## config.mk

```make
export PLATFORM = sky130hd
export DESIGN_NAME = ufc_top
export DESIGN_NICKNAME = d
export VERILOG_FILES = /design/src/design/ufc_pkg.sv /design/src/design/ufc_q_if.sv /design/src/design/ufc_queue.sv /design/src/design/ufc_ready.sv /design/src/design/ufc_top.sv
export VERILOG_INCLUDE_DIRS = /design/src /design/src/design
export SDC_FILE = /design/constraint.sdc
export NUM_CORES = 1
export LEC_CHECK = 0
export BUFFER_PORTS_ARGS = -buffer_cell sky130_fd_sc_hd__buf_4
export CORE_UTILIZATION = 63
export DETAILED_ROUTE_END_ITERATION = 8
export PLACE_DENSITY = 0.9
export SETUP_SLACK_MARGIN = 0.2
export SYNTH_ARGS = -nofsm -noshare
export SYNTH_HDL_FRONTEND = slang
export SYNTH_SLANG_ARGS = --single-unit
```

## constraint.sdc

```tcl
create_clock -name clk_i -period 8.9 [get_ports clk_i]
set_clock_uncertainty 0.1 [all_clocks]
set_input_delay 0.89 -clock clk_i [delete_from_list [all_inputs] [get_ports clk_i]]
set_output_delay 0.89 -clock clk_i [all_outputs]
set_load 0.03 [all_outputs]
```

## src/design/ufc_cfg.svh

```systemverilog
// Constants for the UART FIFO control and DMA ready block
`ifndef UFC_CFG_SVH
`define UFC_CFG_SVH

// ----------------------------------------------------------------
// Queue sizing
// ----------------------------------------------------------------
`define UFC_QUEUE_DEPTH   16
`define UFC_HOLD_LIMIT    5'h01

// ----------------------------------------------------------------
// Register byte offsets
// ----------------------------------------------------------------
`define UFC_OFS_DATA      8'h00
`define UFC_OFS_FIFO_CTL  8'h04
`define UFC_OFS_STATUS    8'h08
`define UFC_OFS_INT_STAT  8'h0C
`define UFC_OFS_INT_MASK  8'h10

// ----------------------------------------------------------------
// fifo_control fields and reset value
// ----------------------------------------------------------------
`define UFC_FC_RESET      8'h00
`define UFC_FC_ENABLE     0
`define UFC_FC_RX_CLEAR   1
`define UFC_FC_TX_CLEAR   2
`define UFC_FC_DMA_MODE   3
`define UFC_FC_THR_LO     6
`define UFC_FC_THR_HI     7
`define UFC_FC_KEEP_MASK  8'hC9
`define UFC_FC_PULSE_MASK 8'h06

// ----------------------------------------------------------------
// Receive fill thresholds, in characters
// ----------------------------------------------------------------
`define UFC_THR_SEL0      1
`define UFC_THR_SEL1      4
`define UFC_THR_SEL2      8
`define UFC_THR_SEL3      14

// ----------------------------------------------------------------
// Interrupt status bits
// ----------------------------------------------------------------
`define UFC_EV_W          4
`define UFC_EV_RX_THR     0
`define UFC_EV_RX_TMO     1
`define UFC_EV_TX_EMPTY   2
`define UFC_EV_RX_OVF     3

// ----------------------------------------------------------------
// Status register fields
// ----------------------------------------------------------------
`define UFC_ST_RX_CNT_LO  0
`define UFC_ST_TX_CNT_LO  8
`define UFC_ST_FIFO_EN    16
`define UFC_ST_TX_RDY_N   17
`define UFC_ST_RX_RDY_N   18
`define UFC_ST_RX_REQ     19
`define UFC_RX_VALID_BIT  8

`endif

```

## src/design/ufc_pkg.sv

```systemverilog
// Types shared by the UART FIFO control modules
package ufc_pkg;

	// One serial character
	typedef logic [7:0] ufc_char_t;

	// DMA signalling modes
	typedef enum logic {
		UFC_DMA_MODE0 = 1'b0,
		UFC_DMA_MODE1 = 1'b1
	} ufc_dma_mode_t;

endpackage

```

## src/design/ufc_q_if.sv

```systemverilog
// Interface between a character queue and its users
`timescale 1ns/1ps

interface ufc_q_if #(
	parameter int CW = 5
);
	import ufc_pkg::*;

	// Fill and drain side
	logic            push;
	ufc_char_t       push_data;
	logic            pop;
	ufc_char_t       pop_data;
	logic            clear;

	// Fill state
	logic [CW-1:0]   count;
	logic            full;
	logic            empty;

	modport queue (
		input  push, push_data, pop, clear,
		output pop_data, count, full, empty
	);

	modport user (
		output push, push_data, pop, clear,
		input  pop_data, count, full, empty
	);

	modport mon (
		input  count, full, empty
	);
endinterface

```

## src/design/ufc_queue.sv

```systemverilog
// Character queue with a run-time depth limit
`timescale 1ns/1ps
`include "ufc_cfg.svh"

module ufc_queue #(
	parameter int DEPTH = `UFC_QUEUE_DEPTH,
	parameter int CW    = $clog2(DEPTH + 1)
) (
	// Clock and reset
	input  wire logic          clk_i,
	input  wire logic          rst_i,
	// Number of usable locations
	input  wire logic [CW-1:0] limit_i,
	// Queue port
	ufc_q_if.queue             q
);
	import ufc_pkg::*;

	localparam int AW = (DEPTH > 1) ? $clog2(DEPTH) : 1;

	ufc_char_t         mem [DEPTH];
	logic [AW-1:0]     wr_ptr;
	logic [AW-1:0]     rd_ptr;
	logic [CW-1:0]     count;

	wire logic         do_push;
	wire logic         do_pop;

	// Pointer advance with wrap
	function automatic logic [AW-1:0] bump(input logic [AW-1:0] p);
		bump = (p == AW'(DEPTH - 1)) ? '0 : p + AW'(1);
	endfunction

	// Handshake and fill state
	assign do_push    = q.push & ~q.full;
	assign do_pop     = q.pop & ~q.empty;
	assign q.full     = (count >= limit_i);
	assign q.empty    = (count == '0);
	assign q.count    = count;
	assign q.pop_data = mem[rd_ptr];

	// Pointers and count; clear empties the queue only
	always_ff @(posedge clk_i) begin
		if (rst_i || q.clear) begin
			wr_ptr <= '0;
			rd_ptr <= '0;
			count  <= '0;
		end else begin
			if (do_push)
				wr_ptr <= bump(wr_ptr);
			if (do_pop)
				rd_ptr <= bump(rd_ptr);
			count <= count + CW'(do_push) - CW'(do_pop);
		end
	end

	// Storage
	always_ff @(posedge clk_i) begin
		if (do_push)
			mem[wr_ptr] <= q.push_data;
	end
endmodule

```

## src/design/ufc_ready.sv

```systemverilog
// DMA ready pin generation for transmit and receive
`timescale 1ns/1ps

module ufc_ready (
	// Clock and reset
	input  wire logic            clk_i,
	input  wire logic            rst_i,
	// Mode selection
	input  wire logic            fifo_en_i,
	input  wire ufc_pkg::ufc_dma_mode_t dma_mode_i,
	// Receive events
	input  wire logic            rx_thr_hit_i,
	input  wire logic            rx_timeout_i,
	// Queue fill state
	ufc_q_if.mon                 tx,
	ufc_q_if.mon                 rx,
	// Ready pins, active low
	output logic                 tx_dma_ready_n_o,
	output logic                 rx_dma_ready_n_o
);
	import ufc_pkg::*;

	logic          rx_armed;
	wire logic     block_mode;
	wire logic     rx_set;
	wire logic     next_rx_armed;
	wire logic     next_tx_ready_n;
	wire logic     next_rx_ready_n;

	// Block mode needs FIFOs on and mode 1
	assign block_mode = fifo_en_i & (dma_mode_i == UFC_DMA_MODE1);

	// RULE_09: latch low on threshold or timeout, release when empty
	assign rx_set        = rx_thr_hit_i | (rx_timeout_i & ~rx.empty);
	assign next_rx_armed = block_mode & (rx_set | (rx_armed & ~rx.empty));

	// RULE_06: mode 0 transmit low while nothing held
	// RULE_08: mode 1 transmit high only when full
	assign next_tx_ready_n = block_mode ? tx.full : ~tx.empty;

	// RULE_07: mode 0 receive low while a character held
	assign next_rx_ready_n = block_mode ? ~next_rx_armed : rx.empty;

	// Pin and latch registers
	always_ff @(posedge clk_i) begin
		if (rst_i) begin
			rx_armed         <= 1'b0;
			tx_dma_ready_n_o <= 1'b0;
			rx_dma_ready_n_o <= 1'b1;
		end else begin
			rx_armed         <= next_rx_armed;
			tx_dma_ready_n_o <= next_tx_ready_n;
			rx_dma_ready_n_o <= next_rx_ready_n;
		end
	end
endmodule

```

## src/design/ufc_top.sv

```systemverilog
// UART channel FIFO control, DMA ready pins and register slave
//
// What this block does
// RULE_01: Control bits 7:6 pick threshold 1/4/8/14.
// RULE_02: Raise receive request when count reaches threshold.
// RULE_03: Receive keeps filling until queue full.
// RULE_04: Control bits 5:4 unused, zero after reset.
// RULE_05: Control bit 3 picks DMA mode, default 0.
// RULE_06: Mode 0 transmit ready low while nothing held.
// RULE_07: Mode 0 receive ready low while data held.
// RULE_08: Mode 1 transmit ready high only when full.
// RULE_09: Mode 1 receive ready: threshold/timeout, till empty.
// RULE_10: Bit 2 clears transmit queue, self-clearing.
// RULE_11: Bit 1 clears receive queue, self-clearing.
// RULE_12: Bit 0 low uses single-character holding registers.
// RULE_13: Receive request drops below threshold.
// RULE_14: Bit 0 high enables both queues.
//
// The Wishbone interface to the registers and the placing of the registers were decided locally.
`timescale 1ns/1ps
`include "ufc_cfg.svh"

module ufc_top #(
	parameter int DEPTH = `UFC_QUEUE_DEPTH,
	parameter int CW    = $clog2(DEPTH + 1)
) (
	// Clock and reset
	input  wire logic                clk_i,
	input  wire logic                rst_i,
	// Wishbone classic slave
	input  wire logic                wb_cyc_i,
	input  wire logic                wb_stb_i,
	input  wire logic                wb_we_i,
	input  wire logic [7:0]          wb_adr_i,
	input  wire logic [3:0]          wb_sel_i,
	input  wire logic [31:0]         wb_dat_i,
	output logic [31:0]              wb_dat_o,
	output logic                     wb_ack_o,
	// Transmitter side
	input  wire logic                tx_pop_i,
	output ufc_pkg::ufc_char_t       tx_data_o,
	output logic                     tx_valid_o,
	output logic [CW-1:0]            tx_count_o,
	// Receiver side
	input  wire logic                rx_push_i,
	input  wire ufc_pkg::ufc_char_t  rx_data_i,
	input  wire logic                rx_timeout_i,
	output logic [CW-1:0]            rx_count_o,
	// Requests and pins
	output logic                     rx_irq_req_o,
	output logic                     tx_dma_ready_n_o,
	output logic                     rx_dma_ready_n_o,
	output logic                     irq_o
);
	import ufc_pkg::*;

	// ----------------------------------------------------------------
	// Declarations
	// ----------------------------------------------------------------
	logic [7:0]            fifo_control;
	logic                  en_d;
	logic                  en_flip;
	logic                  wb_ack;
	logic                  rd_had_data;
	logic                  rx_req_d;
	logic                  tx_empty_d;
	logic [`UFC_EV_W-1:0]  int_stat;
	logic [`UFC_EV_W-1:0]  int_mask;

	wire logic             bus_req;
	wire logic             bus_do;
	wire logic             bus_wr;
	wire logic             bus_rd;
	wire logic             lane0;
	wire logic             hit_data;
	wire logic             hit_fc;
	wire logic             hit_stat;
	wire logic             hit_istat;
	wire logic             hit_imask;
	wire logic             fifo_en;
	wire ufc_dma_mode_t    dma_mode;
	wire logic [1:0]       thr_sel;
	wire logic [CW-1:0]    rx_fill_threshold;
	wire logic [CW-1:0]    q_limit;
	wire logic             rx_req;
	wire logic [`UFC_EV_W-1:0] events;
	wire logic [`UFC_EV_W-1:0] w1c;
	wire logic [31:0]      status_word;
	wire logic [31:0]      rx_word;
	wire logic [31:0]      rd_word;

	ufc_q_if #(.CW(CW)) txq ();
	ufc_q_if #(.CW(CW)) rxq ();

	// ----------------------------------------------------------------
	// Helpers
	// ----------------------------------------------------------------

	// RULE_01: threshold select decode
	function automatic logic [CW-1:0] thr_decode(input logic [1:0] sel);
		case (sel)
			2'b00:   thr_decode = CW'(`UFC_THR_SEL0);
			2'b01:   thr_decode = CW'(`UFC_THR_SEL1);
			2'b10:   thr_decode = CW'(`UFC_THR_SEL2);
			2'b11:   thr_decode = CW'(`UFC_THR_SEL3);
			default: thr_decode = CW'(`UFC_THR_SEL0);
		endcase
	endfunction

	// Zero-extend a count into a byte field
	function automatic logic [7:0] cnt_byte(input logic [CW-1:0] c);
		cnt_byte = 8'(c);
	endfunction

	// ----------------------------------------------------------------
	// Wishbone decode
	// ----------------------------------------------------------------

	// Request, commit edge and address hits
	assign bus_req   = wb_cyc_i & wb_stb_i;
	assign bus_do    = bus_req & wb_ack;
	assign bus_wr    = bus_do & wb_we_i;
	assign bus_rd    = bus_do & ~wb_we_i;
	assign lane0     = wb_sel_i[0];
	assign hit_data  = (wb_adr_i == `UFC_OFS_DATA);
	assign hit_fc    = (wb_adr_i == `UFC_OFS_FIFO_CTL);
	assign hit_stat  = (wb_adr_i == `UFC_OFS_STATUS);
	assign hit_istat = (wb_adr_i == `UFC_OFS_INT_STAT);
	assign hit_imask = (wb_adr_i == `UFC_OFS_INT_MASK);

	// Ack one cycle after request, dropped the cycle after
	always_ff @(posedge clk_i) begin
		if (rst_i)
			wb_ack <= 1'b0;
		else
			wb_ack <= bus_req & ~wb_ack;
	end
	assign wb_ack_o = wb_ack;

	// ----------------------------------------------------------------
	// FIFO control register
	// ----------------------------------------------------------------

	// Field views
	assign fifo_en  = fifo_control[`UFC_FC_ENABLE];
	assign dma_mode = ufc_dma_mode_t'(fifo_control[`UFC_FC_DMA_MODE]);
	assign thr_sel  = fifo_control[`UFC_FC_THR_HI:`UFC_FC_THR_LO];

	// RULE_04: bits 5:4 never stored, reset zero
	// RULE_05: bit 3 stored, mode 0 after reset
	// RULE_10: bit 2 kept one cycle, then self-clears
	// RULE_11: bit 1 kept one cycle, then self-clears
	always_ff @(posedge clk_i) begin
		if (rst_i) begin
			fifo_control <= `UFC_FC_RESET;
		end else if (bus_wr && hit_fc && lane0) begin
			fifo_control <= wb_dat_i[7:0]
			                & (`UFC_FC_KEEP_MASK | `UFC_FC_PULSE_MASK);
		end else begin
			fifo_control[`UFC_FC_TX_CLEAR] <= 1'b0;
			fifo_control[`UFC_FC_RX_CLEAR] <= 1'b0;
		end
	end

	// Toggling the enable flushes both queues
	always_ff @(posedge clk_i) begin
		if (rst_i) begin
			en_d    <= 1'b0;
			en_flip <= 1'b0;
		end else begin
			en_d    <= fifo_en;
			en_flip <= 1'b0;
			if (en_d != fifo_en)
				en_flip <= 1'b1;
		end
	end

	// ----------------------------------------------------------------
	// Queues
	// ----------------------------------------------------------------

	// RULE_12: disabled queues act as one-character holding registers
	// RULE_14: enabled queues use every location
	assign q_limit = fifo_en ? CW'(DEPTH) : CW'(`UFC_HOLD_LIMIT);

	// Transmit queue: bus writes fill, transmitter drains
	// RULE_10: flush transmit queue only, shifter untouched
	assign txq.push      = bus_wr & hit_data & lane0;
	assign txq.push_data = wb_dat_i[7:0];
	assign txq.pop       = tx_pop_i;
	assign txq.clear     = fifo_control[`UFC_FC_TX_CLEAR] | en_flip;

	// Receive queue: receiver fills, bus reads drain
	// RULE_03: writes continue past threshold until full
	// RULE_11: flush receive queue only, shifter untouched
	assign rxq.push      = rx_push_i;
	assign rxq.push_data = rx_data_i;
	assign rxq.pop       = bus_rd & hit_data & rd_had_data;
	assign rxq.clear     = fifo_control[`UFC_FC_RX_CLEAR] | en_flip;

	ufc_queue #(
		.DEPTH   (DEPTH),
		.CW      (CW)
	) u_txq (
		.clk_i   (clk_i),
		.rst_i   (rst_i),
		.limit_i (q_limit),
		.q       (txq.queue)
	);

	ufc_queue #(
		.DEPTH   (DEPTH),
		.CW      (CW)
	) u_rxq (
		.clk_i   (clk_i),
		.rst_i   (rst_i),
		.limit_i (q_limit),
		.q       (rxq.queue)
	);

	assign tx_data_o  = txq.pop_data;
	assign tx_valid_o = ~txq.empty;
	assign tx_count_o = txq.count;
	assign rx_count_o = rxq.count;

	// ----------------------------------------------------------------
	// Receive request and DMA pins
	// ----------------------------------------------------------------

	// RULE_01: active threshold, one character when disabled
	assign rx_fill_threshold = fifo_en ? thr_decode(thr_sel)
	                                   : CW'(`UFC_THR_SEL0);

	// RULE_02: request rises when count reaches threshold
	// RULE_13: request drops when count falls below it
	assign rx_req       = (rxq.count >= rx_fill_threshold);
	assign rx_irq_req_o = rx_req;

	ufc_ready u_ready (
		.clk_i            (clk_i),
		.rst_i            (rst_i),
		.fifo_en_i        (fifo_en),
		.dma_mode_i       (dma_mode),
		.rx_thr_hit_i     (rx_req),
		.rx_timeout_i     (rx_timeout_i),
		.tx               (txq.mon),
		.rx               (rxq.mon),
		.tx_dma_ready_n_o (tx_dma_ready_n_o),
		.rx_dma_ready_n_o (rx_dma_ready_n_o)
	);

	// ----------------------------------------------------------------
	// Interrupts
	// ----------------------------------------------------------------

	// Event pulses
	assign events[`UFC_EV_RX_THR]   = rx_req & ~rx_req_d;
	assign events[`UFC_EV_RX_TMO]   = rx_timeout_i;
	assign events[`UFC_EV_TX_EMPTY] = txq.empty & ~tx_empty_d;
	assign events[`UFC_EV_RX_OVF]   = rx_push_i & rxq.full;
	assign w1c = (bus_wr && hit_istat && lane0) ?
	             wb_dat_i[`UFC_EV_W-1:0] : '0;

	// Sticky status, a new event beats a clear
	always_ff @(posedge clk_i) begin
		if (rst_i) begin
			int_stat   <= '0;
			int_mask   <= '0;
			rx_req_d   <= 1'b0;
			tx_empty_d <= 1'b1;
		end else begin
			int_stat   <= (int_stat & ~w1c) | events;
			rx_req_d   <= rx_req;
			tx_empty_d <= txq.empty;
			if (bus_wr && hit_imask && lane0)
				int_mask <= wb_dat_i[`UFC_EV_W-1:0];
		end
	end

	assign irq_o = |(int_stat & int_mask);

	// ----------------------------------------------------------------
	// Read path
	// ----------------------------------------------------------------

	// Register words
	assign rx_word     = {23'h00_0000, ~rxq.empty, rxq.pop_data};
	assign status_word = {12'h000,
	                      rx_req, rx_dma_ready_n_o,
	                      tx_dma_ready_n_o, fifo_en,
	                      cnt_byte(txq.count),
	                      cnt_byte(rxq.count)};
	assign rd_word = hit_data  ? rx_word :
	                 hit_fc    ? {24'h00_0000, fifo_control} :
	                 hit_stat  ? status_word :
	                 hit_istat ? 32'(int_stat) :
	                 hit_imask ? 32'(int_mask) : 32'h0000_0000;

	// Read data captured as ack rises, held with it
	always_ff @(posedge clk_i) begin
		if (rst_i) begin
			wb_dat_o    <= 32'h0000_0000;
			rd_had_data <= 1'b0;
		end else if (bus_req && !wb_ack) begin
			wb_dat_o    <= wb_we_i ? 32'h0000_0000 : rd_word;
			rd_had_data <= ~rxq.empty;
		end
	end
endmodule

```

==> summary.md <==
| Metric | Value |
|---|---|
| Status | finished clean |
| H-tree levels | 2 |
| Max cap viols | 0 |
| Worst reg-to-reg path cell count | 7 |
| CP endpoint | u_txq.mem[0][5] |
| Post-route ant nets | 0 |
| #FFs+latches synth | 330 |
| Max IR drop VDD | 0.205 mV |
| Gp weighted congestion | 0.859 |
| Max Freq | 241 MHz |
| Synth Area in XOR/XNOR | 0.643% |
| Syn avg cell area | 15.8 um2 |
| R2r setup slk | 4820 ps |
| Syn Std Cell Area | 0.0136 mm2 |
| Clk slew on worst S/H paths | 60 ps |
| Synth cell types | 61 |
| Pre-antenna DRT Iters | 5 |
| Cts repair resizes | 0 |
| Initial antenna violation count | 0 |
| Tot Pwr | 0.00387 W |
| Fin crit share | 46.7% |
| Max-slew headroom | 10.6% |
| Setup-failing EPs final | 0 |
| Yosys warns | 0 |
| Power Density | 251 mW/mm2 |
| EDFF count, synth | 256 |
| Count of clock tree sinks | 330 |
| Max clock buf depth | 3 |
| Placed cell count | 1,185 |
| Adder-cell share of the synthesized area | 3.42% |
| Dpl hpwl | 18.3 mm |
| Via count | 8,047 |
| FF-to-FF Start | fifo_control[0] |
| Largest family of logic cells by synthesized area | multiplexers |
| Gr ovfl total | 0 |
| Largest net degree at the start of global routing | 44 |
| Sequential fraction of the synthesis area | 67.3% |
| Asr flop ratio synth | 0% |
| Final nets | 1,042 |
| Post-synthesis simple-gate area fraction | 8.04% |
| Clk root buf | clkbuf_16 |
| Post-synthesis mux area share | 13.6% |
| Crit Path Class | input pin to flip-flop |
| Post-layout instance area | 0.0155 mm2 |
| Initial cell density of the core | 64.6% |
| Hold Slack | 385 ps |
| Die Y-Extent | 149 um |
| Post-synth top area share | 56.4% |
| Worst Setup SP | wb_adr_i[4] |
| I/O pin total | 116 |
| Final Max Tran Viols | 0 |
| CP arrival | 4190 ps |
| Layout area overhead | 13.5% |
| TritonCTS Buffers | 34 |
| Share of cells above drive strength 1 | 23.2% |
| Rows | 53 |
| Fillers | 1,209 |
| CP required | 8930 ps |
| Routed length per instance | 24.6 um |
| Synth Area in Compound Gates | 4.31% |
| Hold_buf cts | 0 |
| Vias per cell | 6.47 |
| Overall Global Routing Usage | 28.7% |
| Post-route insts no fill | 1,244 |
| Most common cell after layout, fill and taps aside | edfxtp_1 |
| Clk_lat worst skew | 530 ps |
| RSZ-0062 raised after global routing | no |
| Placed Area | 0.0144 mm2 |
| Synth Instances | 863 |
| Worst Hold Class | flip-flop to flip-flop |
| Synth Flop Type | edfxtp_1 |
| Global-route wire length before repair | 46.6 mm |
| TritonCTS clock tree | yes |
| Hold Violations, Final | 0 |
| CP Capture Type | flip-flop |
| Reg2reg end | u_rxq.mem[7][4] |
| Vias in the first global route | 8,055 |
| Final WL | 30.7 mm |
| # Post-CTS Setup Buffers | 0 |
| Startpoint types | input pin |
| Most frequent cells in the layout | 256 x edfxtp_1, 85 x buf_4, 73 x nor2_1, 73 x dfxtp_1, 66 x mux4_2 |
| PortBufs | 73 |
| Ant diodes | 0 |
| Top post-synthesis cells by area | edfxtp_1 56%, mux4_2 11%, dfxtp_1 11%, ha_1 3.1%, mux2i_1 2.1% |
| DR DRC count | 0 |
| Min Tclk post-route | 4160 ps |
| Setup TNS | 0 ps |
| Leading area contributor after synthesis | edfxtp_1 |
| Die ar. | 0.0222 mm2 |
| CORE AREA | 0.0211 mm2 |
| Worst-margin pin slew | 1330 ps |
| Leakage | 5.29 nW |
| Die Span X | 149 um |
| Drt initial violations | 883 |
| Worst Path Max Fanout | 8 |
## sequential cells by signal, indices dropped and copies added (netlist names), 4 cells and up, named ones only
| signal | cells |
|---|---|
| u_rxq.mem | 128 |
| u_rxq.wr_ptr | 4 |
| u_txq.rd_ptr | 4 |
| u_txq.mem | 128 |
| fifo_control | 6 |
| int_mask | 4 |
| u_rxq.rd_ptr | 4 |
| wb_dat_o | 17 |
| u_rxq.q.count | 5 |
| u_txq.q.count | 5 |
| int_stat | 4 |
| u_txq.wr_ptr | 4 |
## routing by layer
metal	share of wire [%]	routed length, um	global-route usage, %	up-vias
li1	-	-	-	3459
met1	37	11400	35.7	4059
met2	52	16000	50.1	433
met3	6.8	2100	4.16	96
met4	3.8	1160	12.8	0
met5	0	0	0	-
## worst max-delay path, cell delays in order
cell and delay [ps]:
buf_4 140, or4_4 570, or4_1 570, a2111o_1 570
inv_1 240, nand2_1 170, nor3_1 1030
## cell type report
class,instances,area (um2),area share [%]
clock buffer,39,912,5.90
multi-input combinational,467,4160,26.9
inverter,28,105,0.680
timing repair buffer,85,638,4.13
sequential,330,9170,59.3
tap,275,344,2.23
clock inverter,20,129,0.834
## cells in the mapped netlist (3+ instances only)
cell / instances
nor4_1: 5
nor2b_1: 7
and2_1: 4
inv_1: 28
or4_1: 3
nand3_1: 7
nor3_1: 14
buf_4: 15
mux2_2: 8
a22oi_1: 13
buf_1: 10
o211ai_1: 4
nor3b_1: 10
a211oi_1: 4
ha_1: 34
dfxtp_1: 74
o21ai_0: 17
and4_1: 3
or3_1: 4
a21oi_1: 23
nor2_1: 73
xor2_1: 3
a221oi_1: 4
edfxtp_1: 256
nand2b_1: 11
and3_1: 7
mux4_2: 66
nand3b_1: 3
mux2i_1: 28
and3b_1: 6
a221o_1: 3
o22ai_1: 3
clkbuf_1: 25
xnor2_1: 7
nand2_1: 44
a31oi_1: 5
## power breakdown
group	internal, W	leakage (nW)	switching [W]
clock network	0.000743	0.518	0.000588
logic	0.000325	1.87	0.000433
registers	0.00173	2.90	0.0000590
## per-stage QoR
step	worst slack [ps]	util, %
6_report	4740	73.3
5_1_grt	4620	73.3
4_1_cts	4840	73.3
3_5_place_dp	4340	68.4
3_3_place_gp	4420	68.4
2_1_floorplan	4930	-
## logic make-up after synthesis
kind of cell	after synthesis
adders and majority gates	36
xor gates and xnor gates	10
and+or+nand+nor	215
muxes	102
DFF	330
AOI/OAI and AO/OA	89
buffers and inverters	80
other	1
## how the worst min path moves through the flow
stage,from,endpoint,cells past startpoint
2_1_floorplan,en_d,en_flip,2
3_3_place_gp,en_d,en_flip,2
3_5_place_dp,en_d,en_flip,2
4_1_cts,rx_req_d,int_stat[0],2
5_1_grt,tx_empty_d,int_stat[2],2
6_report,rx_req_d,int_stat[0],2
No activity file was read; power rests on OpenSTA's default activity.
